--- src/common/dcet_pkg.sv ---
// constants and types for the dma channel event trigger block
// Overview of operation
// - bits 23:16 hold an 8-bit abort irq select naming one of 256 irq lines.
// - a selected abort irq with abort triggering on aborts the transfer and sets the abort flag.
// - bits 15:8 hold an 8-bit start irq select naming irq 0 to 255.
// - with start irq enable (bit 4) set, each matching irq starts a cell transfer unless an abort falls in the same cycle.
// - with start irq enable clear, the selected start irq starts nothing.
// - with abort irq enable (bit 3) set, each matching irq aborts the transfer.
// - with abort irq enable clear, the selected abort irq aborts nothing.
// - writing one to bit 7 through the word, set or invert offset forces a transfer start unless an abort falls in the same cycle; the bit reads as zero.
// - writing one to bit 6 through the word, set or invert offset aborts the transfer; the bit reads as zero.
// - with pattern abort enable (bit 5) set, a pattern match aborts and clears channel enable.
// - with pattern abort enable clear, a pattern match has no effect.
// - bits 31:24 and 2:0 read as zero and ignore writes.
// - clear, set and invert aliases sit at offsets 0x4, 0x8 and 0xC.
package dcet_pkg;

  localparam int unsigned DCET_ADDR_W = 8;
  localparam int unsigned DCET_IRQ_N  = 256;

  // register offsets of the control word, its aliases, the channel control word and status
  localparam logic [7:0] DCET_OFF_ECON = 8'h00;
  localparam logic [7:0] DCET_OFF_CLR  = 8'h04;
  localparam logic [7:0] DCET_OFF_SET  = 8'h08;
  localparam logic [7:0] DCET_OFF_INV  = 8'h0C;
  localparam logic [7:0] DCET_OFF_CON  = 8'h10;
  localparam logic [7:0] DCET_OFF_STAT = 8'h20;

  // field positions
  localparam int unsigned DCET_AIRQ_LSB   = 16;
  localparam int unsigned DCET_SIRQ_LSB   = 8;
  localparam int unsigned DCET_FORCE_BIT  = 7;
  localparam int unsigned DCET_ABORT_BIT  = 6;
  localparam int unsigned DCET_PATTERN_ABORT_ENABLE_BIT  = 5;
  localparam int unsigned DCET_START_IRQ_ENABLE_BIT = 4;
  localparam int unsigned DCET_ABORT_IRQ_ENABLE_BIT = 3;
  localparam int unsigned DCET_CHANNEL_ENABLE_BIT   = 7;
  localparam int unsigned DCET_FLAG_BIT   = 0;
  localparam int unsigned DCET_BUSY_BIT   = 1;

  // writable bits of the control word
  localparam logic [31:0] DCET_ECON_MASK  = 32'h00FF_FF38;
  localparam logic [31:0] DCET_ECON_RESET = 32'h00FF_FF00;

  typedef struct packed {
    logic [DCET_ADDR_W-1:0] addr;
    logic [31:0]            wdata;
    logic                   wr;
    logic                   rd;
  } dcet_bus_t;

  typedef struct packed {
    logic start;
    logic abort;
    logic pattern_abort;
  } dcet_cmd_t;

  typedef enum logic [1:0] {
    DCET_IDLE = 2'b00,
    DCET_BUSY = 2'b01
  } dcet_state_t;

endpackage : dcet_pkg

--- src/hdl/dcet_irq_match.sv ---
// irq line matcher: registered detection of one selected irq line
`timescale 1ns/1ps
`default_nettype none
module dcet_irq_match
  import dcet_pkg::*;
#(
  parameter int unsigned IRQ_N = 256
) (
  input  wire logic             clock,
  input  wire logic             sys_rst,
  input  wire logic [IRQ_N-1:0] irq_sync,
  input  wire logic [7:0]       select,
  input  wire logic             enable,
  output logic                  hit
);

  // rising edge detect so a held irq triggers once, not every cycle
  logic [IRQ_N-1:0] irq_prev;

  always_ff @(posedge clock) begin
    if (sys_rst) begin
      irq_prev <= '0;
      hit      <= 1'b0;
    end else begin
      irq_prev <= irq_sync;
      hit      <= enable && irq_sync[select] && !irq_prev[select];
    end
  end

endmodule : dcet_irq_match
`default_nettype wire

--- src/hdl/dcet_top.sv ---
// dma channel event trigger: control register, irq triggers, start/abort
`timescale 1ns/1ps
`default_nettype none
module dcet_top
  import dcet_pkg::*;
#(
  parameter int unsigned IRQ_N = DCET_IRQ_N
) (
  input  wire logic                   clock,
  input  wire logic                   sys_rst,
  input  wire logic [DCET_ADDR_W-1:0] addr,
  input  wire logic [31:0]            wdata,
  input  wire logic                   wr,
  input  wire logic                   rd,
  output logic      [31:0]            rdata,
  input  wire logic [IRQ_N-1:0]       irq_lines,
  input  wire logic                   pattern_match,
  input  wire logic                   transfer_done,
  output logic                        xfer_start,
  output logic                        xfer_abort,
  output logic                        channel_enable,
  output logic                        channel_abort_flag
);

  // control word fields
  logic [7:0] abort_irq_select;
  logic [7:0] start_irq_select;
  logic       pattern_abort_enable;
  logic       start_irq_enable;
  logic       abort_irq_enable;

  dcet_bus_t   bus;
  dcet_cmd_t   cmd;
  dcet_state_t state;

  logic [IRQ_N-1:0] irq_meta;
  logic [IRQ_N-1:0] irq_sync;
  logic             pat_meta;
  logic             pat_sync;
  logic             done_meta;
  logic             done_sync;
  logic             start_hit;
  logic             abort_hit;
  logic             force_pulse;
  logic             swabort_pulse;
  logic [31:0]      econ;
  logic [31:0]      next_econ;
  logic             econ_wr;

  assign bus = '{addr: addr, wdata: wdata, wr: wr, rd: rd};

  // two-flop synchronisers for pins from outside the clock domain
  always_ff @(posedge clock) begin
    if (sys_rst) begin
      irq_meta  <= '0;
      irq_sync  <= '0;
      pat_meta  <= 1'b0;
      pat_sync  <= 1'b0;
      done_meta <= 1'b0;
      done_sync <= 1'b0;
    end else begin
      irq_meta  <= irq_lines;
      irq_sync  <= irq_meta;
      pat_meta  <= pattern_match;
      pat_sync  <= pat_meta;
      done_meta <= transfer_done;
      done_sync <= done_meta;
    end
  end

  // one matcher per trigger; the enable gates the hit at the source
  dcet_irq_match #(
    .IRQ_N (IRQ_N)
  ) u_start_match (
    .clock    (clock),
    .sys_rst  (sys_rst),
    .irq_sync (irq_sync),
    .select   (start_irq_select),
    .enable   (start_irq_enable),
    .hit      (start_hit)
  );

  dcet_irq_match #(
    .IRQ_N (IRQ_N)
  ) u_abort_match (
    .clock    (clock),
    .sys_rst  (sys_rst),
    .irq_sync (irq_sync),
    .select   (abort_irq_select),
    .enable   (abort_irq_enable),
    .hit      (abort_hit)
  );

  // assemble readable control word; force and abort bits read zero
  always_comb begin
    econ = '0;
    econ[DCET_AIRQ_LSB +: 8] = abort_irq_select;
    econ[DCET_SIRQ_LSB +: 8] = start_irq_select;
    econ[DCET_PATTERN_ABORT_ENABLE_BIT]     = pattern_abort_enable;
    econ[DCET_START_IRQ_ENABLE_BIT]    = start_irq_enable;
    econ[DCET_ABORT_IRQ_ENABLE_BIT]    = abort_irq_enable;
  end

  // alias decode: direct, clear, set and invert writes
  always_comb begin
    next_econ = econ;
    econ_wr   = 1'b1;
    unique case (bus.addr)
      DCET_OFF_ECON: next_econ = bus.wdata;
      DCET_OFF_CLR:  next_econ = econ & ~bus.wdata;
      DCET_OFF_SET:  next_econ = econ | bus.wdata;
      DCET_OFF_INV:  next_econ = econ ^ bus.wdata;
      default:       econ_wr   = 1'b0;
    endcase
    econ_wr   = econ_wr && bus.wr;
    next_econ = next_econ & DCET_ECON_MASK;
  end

  // control fields; set alias sets, clear alias ignores the strobe bits
  always_ff @(posedge clock) begin
    if (sys_rst) begin
      abort_irq_select     <= DCET_ECON_RESET[DCET_AIRQ_LSB +: 8];
      start_irq_select     <= DCET_ECON_RESET[DCET_SIRQ_LSB +: 8];
      pattern_abort_enable <= DCET_ECON_RESET[DCET_PATTERN_ABORT_ENABLE_BIT];
      start_irq_enable     <= DCET_ECON_RESET[DCET_START_IRQ_ENABLE_BIT];
      abort_irq_enable     <= DCET_ECON_RESET[DCET_ABORT_IRQ_ENABLE_BIT];
    end else if (econ_wr) begin
      abort_irq_select     <= next_econ[DCET_AIRQ_LSB +: 8];
      start_irq_select     <= next_econ[DCET_SIRQ_LSB +: 8];
      pattern_abort_enable <= next_econ[DCET_PATTERN_ABORT_ENABLE_BIT];
      start_irq_enable     <= next_econ[DCET_START_IRQ_ENABLE_BIT];
      abort_irq_enable     <= next_econ[DCET_ABORT_IRQ_ENABLE_BIT];
    end
  end

  // strobe bits: only a written one acts, via the direct, set or inv alias;
  // the clear alias never starts anything since it only removes bits
  always_comb begin
    force_pulse   = 1'b0;
    swabort_pulse = 1'b0;
    if (bus.wr && bus.addr != DCET_OFF_CLR && econ_wr) begin
      force_pulse   = bus.wdata[DCET_FORCE_BIT];
      swabort_pulse = bus.wdata[DCET_ABORT_BIT];
    end
  end

  // combine triggers; pattern match only counts while enabled
  always_comb begin
    cmd.pattern_abort = pattern_abort_enable && pat_sync;
    cmd.abort         = abort_hit || swabort_pulse || cmd.pattern_abort;
    cmd.start         = (start_hit || force_pulse) && !cmd.abort;
  end

  // registered start and abort to the transfer engine; a pattern abort holds abort up while the match lasts
  always_ff @(posedge clock) begin
    if (sys_rst) begin
      xfer_start <= 1'b0;
      xfer_abort <= 1'b0;
    end else begin
      xfer_start <= cmd.start;
      xfer_abort <= cmd.abort;
    end
  end

  // transfer tracking so the busy state is visible to software
  always_ff @(posedge clock) begin
    if (sys_rst) begin
      state <= DCET_IDLE;
    end else begin
      unique case (state)
        DCET_IDLE: if (cmd.start) begin
          state <= DCET_BUSY;
        end
        DCET_BUSY: if (cmd.abort || done_sync) begin
          state <= DCET_IDLE;
        end
        // codes 2 and 3 are unused; recover to idle
        default: state <= DCET_IDLE;
      endcase
    end
  end

  // abort flag: irq abort sets it, set wins over a software clear
  always_ff @(posedge clock) begin
    if (sys_rst) begin
      channel_abort_flag <= 1'b0;
    end else if (abort_hit) begin
      channel_abort_flag <= 1'b1;
    end else if (bus.wr && bus.addr == DCET_OFF_CON
                 && !bus.wdata[DCET_FLAG_BIT]) begin
      channel_abort_flag <= 1'b0;
    end
  end

  // channel enable: software writes it, pattern abort clears it
  always_ff @(posedge clock) begin
    if (sys_rst) begin
      channel_enable <= 1'b0;
    end else if (cmd.pattern_abort) begin
      channel_enable <= 1'b0;
    end else if (bus.wr && bus.addr == DCET_OFF_CON) begin
      channel_enable <= bus.wdata[DCET_CHANNEL_ENABLE_BIT];
    end
  end

  // read port: data stand one cycle after the strobe, zero otherwise
  always_ff @(posedge clock) begin
    if (sys_rst) begin
      rdata <= '0;
    end else if (bus.rd) begin
      unique case (bus.addr)
        DCET_OFF_ECON: rdata <= econ;
        DCET_OFF_CON: begin
          rdata <= '0;
          rdata[DCET_CHANNEL_ENABLE_BIT] <= channel_enable;
          rdata[DCET_FLAG_BIT] <= channel_abort_flag;
        end
        DCET_OFF_STAT: rdata <= {30'h0000_0000, state == DCET_BUSY,
                                 channel_abort_flag};
        default:       rdata <= '0;
      endcase
    end else begin
      rdata <= '0;
    end
  end

endmodule : dcet_top
`default_nettype wire

--- config.mk ---
export PLATFORM = sky130hd
export DESIGN_NAME = dcet_top
export DESIGN_NICKNAME = d
export VERILOG_FILES = /design/src/common/dcet_pkg.sv /design/src/hdl/dcet_irq_match.sv /design/src/hdl/dcet_top.sv
export SDC_FILE = /design/constraint.sdc
export NUM_CORES = 1
export LEC_CHECK = 0
export ABC_CLOCK_PERIOD_IN_PS = 3400
export BUFFER_PORTS_ARGS = -buffer_cell sky130_fd_sc_hd__buf_4
export CELL_PAD_IN_SITES_DETAIL_PLACEMENT = 1
export CELL_PAD_IN_SITES_GLOBAL_PLACEMENT = 1
export CORE_MARGIN = 3
export CORE_UTILIZATION = 46
export CTS_CLUSTER_SIZE = 40
export DETAILED_ROUTE_END_ITERATION = 16
export PLACE_DENSITY = 0.85
export SLEW_MARGIN = 20
export SYNTH_ARGS = -nofsm -noshare
export SYNTH_HDL_FRONTEND = slang
export SYNTH_SLANG_ARGS = --single-unit
--- constraint.sdc ---
create_clock -name clock -period 3.4 [get_ports clock]
set_clock_uncertainty 0.2 [all_clocks]
set_input_delay 0.34 -clock clock [delete_from_list [all_inputs] [get_ports clock]]
set_output_delay 0.34 -clock clock [all_outputs]
set_load 0.05 [all_outputs]
* Word-level counts from Yosys, hierarchy flattened
Cells that the tools add are included.
Word-level totals: register bits after elaboration 831, output and inout port bits 36, word-level logic and storage cells 82
Operators by class: magnitude comparators 2, equality and inequality tests 9, mux-type cells 18, bitwise gates (word level) 5, reduce and logical (&&, ||, !) cells 28
Operators with widths (count):
- 24-bit one-hot mux with 4 select lines | 1
- 24-bit one-hot mux with 3 select lines | 1
- 1-bit binary-select mux with 8-bit select | 4
- 24-bit bitwise AND | 1
- 24-bit NOT | 1
- 24-bit bitwise OR | 1
- 24-bit XOR | 1
- 8-bit by 9-bit < comparator with 1-bit output (second input constant) | 2
- 8-bit by 4-bit equality test with 1-bit output (second input constant) | 2
- 1-bit logical AND | 11
- 1-bit two-way mux | 9
- 8-bit by 3-bit equality test with 1-bit output (second input constant) | 1
- 8-bit by 5-bit equality test with 1-bit output (second input constant) | 1
- 8-bit by 6-bit equality test with 1-bit output (second input constant) | 1
- 8-bit logical NOT | 1
- 8-bit by 3-bit != test with 1-bit output (second input constant) | 1
- 1-bit logical NOT | 4
- 1-bit logical OR | 4
- 2-bit two-way mux | 2
- 2-bit != test (second input constant) | 2
- 2-bit one-hot mux with 2 select lines | 1
- 2-bit AND reduction | 2
- 4-bit nonzero test | 1
- 2-bit OR reduction | 2
- 5 further kinds | 5

* Logic depth before layout (Yosys ltp)
word-level depth 12, depth in mapped cells 11, depth with buffers taken out 7

* By module
Synthesis repeated with hierarchy kept, for this count alone.
Second synthesis, totals: cells, all modules 3551, area, all modules 36635.1 µm²
Modules (own cells, without submodules):
- dcet_irq_match | instances 2, cells an instance 1086, area an instance 10045.9 µm², sequential area each 5144.9 µm²
- dcet_top | instances 1, cells an instance 1379, area an instance 16543.4 µm², sequential area each 11250.8 µm²

* Least setup slack after synthesis
No wires, ideal clock.
kind register to register, from register abort_irq_select[1], to register abort_irq_select[1], library setup time 0.120 ns, arrival 2.188 ns, data required time 3.080 ns, setup slack 0.892 ns, cell stages (with the launch flop) 8, buffers on the path 2, period minus slack after synthesis 2.508 ns, cells stage by stage dfxtp_1 > clkinv_1 > buf_2 > buf_4 > ha_1 > mux4_2 > and3_1 > a211o_1
Between the ends: word-level cells in the longest chain between the ends 2, elaborated cells on any way between the ends 4
RTL lines:
- start, declared | RTL line dcet_top.sv:26 | logic [7:0] abort_irq_select;
- start signal, assigned | RTL line dcet_top.sv:122 | abort_irq_select <= DCET_ECON_RESET[DCET_AIRQ_LSB +: 8];
- start signal, assigned | RTL line dcet_top.sv:128 | abort_irq_select <= next_econ[DCET_AIRQ_LSB +: 8];
- 24-bit XOR, or another cell as far along | RTL line dcet_top.sv:112 | DCET_OFF_INV: next_econ = econ ^ bus.wdata;
- 24-bit one-hot mux with 4 select lines * | RTL line dcet_top.sv:108 | unique case (bus.addr)
Mark *: on every way between the ends. The rest lies on a longest branch, timed or not. A chain may end at the register's enable or synchronous reset.

* Worst setup path after layout
from register abort_irq_select[2], to register u_abort_match.hit
Between the ends: word-level cells in the longest chain between the ends 4, elaborated cells on any way between the ends 7
RTL lines:
- 1-bit binary-select mux with 8-bit select | RTL line dcet_irq_match.sv:26 | hit <= enable && irq_sync[select] && !irq_prev[select];
- 1-bit two-way mux (not written as such) | RTL line dcet_irq_match.sv:26
- 1-bit logical AND / 1-bit logical NOT (equally long branches) | RTL line dcet_irq_match.sv:26
- 1-bit logical AND * | RTL line dcet_irq_match.sv:26
- end signal, assigned | RTL line dcet_irq_match.sv:26
- end, declared | RTL line dcet_irq_match.sv:14 | output logic hit
Mark *: on every way between the ends. The rest lies on a longest branch, timed or not. The select of a mux whose other input is x is not followed.

==> impl_metrics.env <==
export IMPL_drt_wirelength_per_cell_um=25.4
export IMPL_worstPathArrival_ns=3.53
export IMPL_worst_path_max_fanout=18
export IMPL_fin_area_um2=38700
export IMPL_post_cts_resized=0
export IMPL_synth_async_sr_flop_share_pct=0
export IMPL_cts_root_buffer="clkbuf_16"
export IMPL_first_iter_violations=1774
export IMPL_grt_pass1_wl_mm=163
export IMPL_syn_area_um2=29600
export IMPL_cp_start_kind="register"
export IMPL_synth_most_common_cell="nor2b_1"
export IMPL_crit_type="reg -> reg"
export IMPL_cp_num_buf_inv=1
export IMPL_hp_start="wdata[12]"
export IMPL_die_area_um2=67500
export IMPL_track_usage_pct=31.9
export IMPL_fmax_mhz=311
export IMPL_power_frac_clock_pct=45.8
export IMPL_dp_final_hpwl_mm=62.4
export IMPL_final_util_pct=61.0
export IMPL_antenna_found_initial=18
export IMPL_path_clk_slew_ns=0.07
export IMPL_drive_gt1_share_pct=17.0
export IMPL_r2r_cells=8
export IMPL_fillers=6577
export IMPL_port_buffers=317
export IMPL_clock_latency_ns=0.66
export IMPL_row_count=92
export IMPL_clock_sinks=820
export IMPL_leakagePower_nw=15.3
export IMPL_cp_top_family="simple AND/OR/NAND/NOR gates"
export IMPL_netlist_instances=2809
export IMPL_h_tree_depth=3
export IMPL_yosysTopAreaCellShare_pct=55.4
export IMPL_r2r_start="abort_irq_select[2]"
export IMPL_die_x_um=260
export IMPL_clockBufferDepth=3
export IMPL_hp_class="in -> reg"
export IMPL_grt_max_degree=165
export IMPL_yosysTopAreaCell="dfxtp_1"
export IMPL_drc=0
export IMPL_worstPathCellList="nand2_1 -> a311oi_1 -> nor4b_1 -> a21oi_1 -> nand3_1 -> nor4_1 -> buf_4 -> o32ai_1"
export IMPL_avgSynthCellArea_um2=10.5
export IMPL_seqPwrFrac_pct=47.3
export IMPL_area_delta_synth_final_pct=30.6
export IMPL_r2r_slack_ns=0.18
export IMPL_ys_seq_area_share_pct=55.4
export IMPL_period_share_pct=94.7
export IMPL_cts_tree="done"
export IMPL_initial_core_util_pct=46.7
export IMPL_ys_flop_type="dfxtp_1"
export IMPL_dieHeight_um=260
export IMPL_first_global_vias=26700
export IMPL_final_min_clock_period_ns=3.22
export IMPL_route_final_wire_length_mm=110
export IMPL_cp_slowest_stage_delay_ns=0.68
export IMPL_min_to="start_irq_select[4]"
export IMPL_status="completed"
export IMPL_end_kind="register"
export IMPL_rsz0062_at_grt="false"
export IMPL_nNetsFinal=3727
export IMPL_p_comb_share_pct=6.9
export IMPL_synth_ff_latch_count=820
export IMPL_tightest_slew_ns=0.849
export IMPL_overflow=0
export IMPL_io_pin_count=338
export IMPL_dr_pass1_iters=5
export IMPL_p_sw_mw=5.08
export IMPL_viasPerCell=5.49
export IMPL_relSlewSlack_pct=43.4
export IMPL_hold_viol=0
export IMPL_ys_types=69
export IMPL_r2r_end="u_abort_match.hit"
export IMPL_slew_viol_final=0
export IMPL_synthTopCellsByCount="823 x nor2b_1, 820 x dfxtp_1, 125 x clkbuf_1, 98 x nor3b_1, 97 x inv_1"
export IMPL_numCtsBuffers=83
export IMPL_cp_slowest_cell="dfxtp_2"
export IMPL_internal_power_mw=16.4
export IMPL_post_dp_cell_area_um2=32900
export IMPL_timing_setup_tns_ns=0
export IMPL_route_vias_total=23700
export IMPL_power_density_nw_per_um2=556
export IMPL_core_area_um2=63400
export IMPL_ir_drop_v=0.000317
export IMPL_critical_path_required_ns=3.71
export IMPL_routabilityCongestion=0.916
export IMPL_finalSetupViolations=0
export IMPL_swShare_pct=23.6
export IMPL_worstHoldPathCells=4
export IMPL_ant_nets=0
export IMPL_synth_edf_count=0
export IMPL_drv_cap=0
export IMPL_ys_top_cells_by_area="dfxtp_1 55%, nor2b_1 17%, mux4_2 3.6%"
export IMPL_timing_hold_ws_ns=0.0784
export IMPL_yosysWarnings=0
==> how the worst max path moves through the flow <==
stage	from	end	slack, ns	cells after the start
after CTS	start_irq_select[1]	u_start_match.hit	0.35	8
after global placement	addr[7]	abort_irq_select[3]	0.46	8
after detailed placement	addr[7]	start_irq_select[2]	0.37	8
final	abort_irq_select[2]	u_abort_match.hit	0.18	8
after floorplan	abort_irq_select[1]	abort_irq_select[1]	0.89	7
after global routing	abort_irq_select[2]	u_abort_match.hit	0.03	8
==> stage by stage <==
step	power, mW	setup WS [ns]	cells
2_1_floorplan	10.9	0.892	2818
3_3_place_gp	11.4	0.462	3860
3_5_place_dp	11.5	0.372	3860
4_1_cts	21.3	0.355	4301
5_1_grt	22.1	0.0322	4310
6_report	21.5	0.180	4317
==> power groups by stage <==
| stage | Clock [mW] | Combinational, mW | Sequential (mW) |
|---|---|---|---|
| after floorplan | 0 | 0.649 | 10.3 |
| after global placement | 0 | 1.07 | 10.3 |
| after detailed placement | 0 | 1.12 | 10.4 |
| after CTS | 9.74 | 1.41 | 10.2 |
| after global routing | 10.4 | 1.57 | 10.2 |
| final | 9.85 | 1.48 | 10.2 |
==> area by class of cell <==
class / instances / area, um2 / share of cell area, %
well taps: 846 / 1060 / 2.74
clock inverters: 37 / 472 / 1.22
repair buffers: 673 / 5890 / 15.2
diodes: 16 / 40.0 / 0.103
clock buffers: 116 / 2390 / 6.18
multi-input cells: 1706 / 12000 / 31.1
flip-flops and latches: 820 / 16400 / 42.5
inverters: 103 / 387 / 0.999
==> cells by family after synthesis <==
logic type / Yosys count / share of synthesized area (%)
multiplexers: 63 / 4.11
XOR/XNOR: 1 / 0.0296
flip-flops: 820 / 55.4
AND/OR/NAND/NOR: 1247 / 26.4
buffers and inverters: 292 / 4.10
AO/OA/AOI/OAI: 347 / 8.28
other: 1 / 0.0127
adder cells (fa/ha/maj): 38 / 1.61
==> what timing repair did <==
item	CTS	global route
endpoints found under the hold margin	314	0
setup buffers	0	0
hold buffers	288	0
==> sequential cells by signal, indices dropped and copies added (netlist names), 8 cells and up <==
name / cells
irq_sync: 256
irq_meta: 256
abort_irq_select: 8
u_start_match.irq_prev: 256
rdata: 22
start_irq_select: 8
==> worst min-delay path, stage by stage <==
cell and delay, ns:
buf_4 0.08, mux4_2 0.21, and3_1 0.16, a211o_1 0.10
==> layout by cell type (no fill, tap or decap), drive strengths merged, types with 14 or more instances in the layout <==
cell and count:
nor2b 823, dfxtp 820, buf 385, dlygate4sd3 288, clkbuf 116, inv 108, nor3b 99, nand2b 75
nand3b 65, a21oi 60, nor2 56, o21ai 48, mux4 47, a31oi 42, ha 38, nand2 28
a211oi 27, a311oi 25, o211ai 23, o311ai 23, and2 21, a211o 20, clkinv 19, nor3 18
diode 16, a22oi 16, mux2i 16, o22ai 14
==> metal layers <==
layer,GRT usage [%],wire length (um),vias up
met5,0,11,-
met1,34.3,39400,11600
li1,-,-,10600
met2,56.8,55100,1091
met3,7.55,7990,416
met4,19.2,7060,2
(Power assumes the default switching activity.)
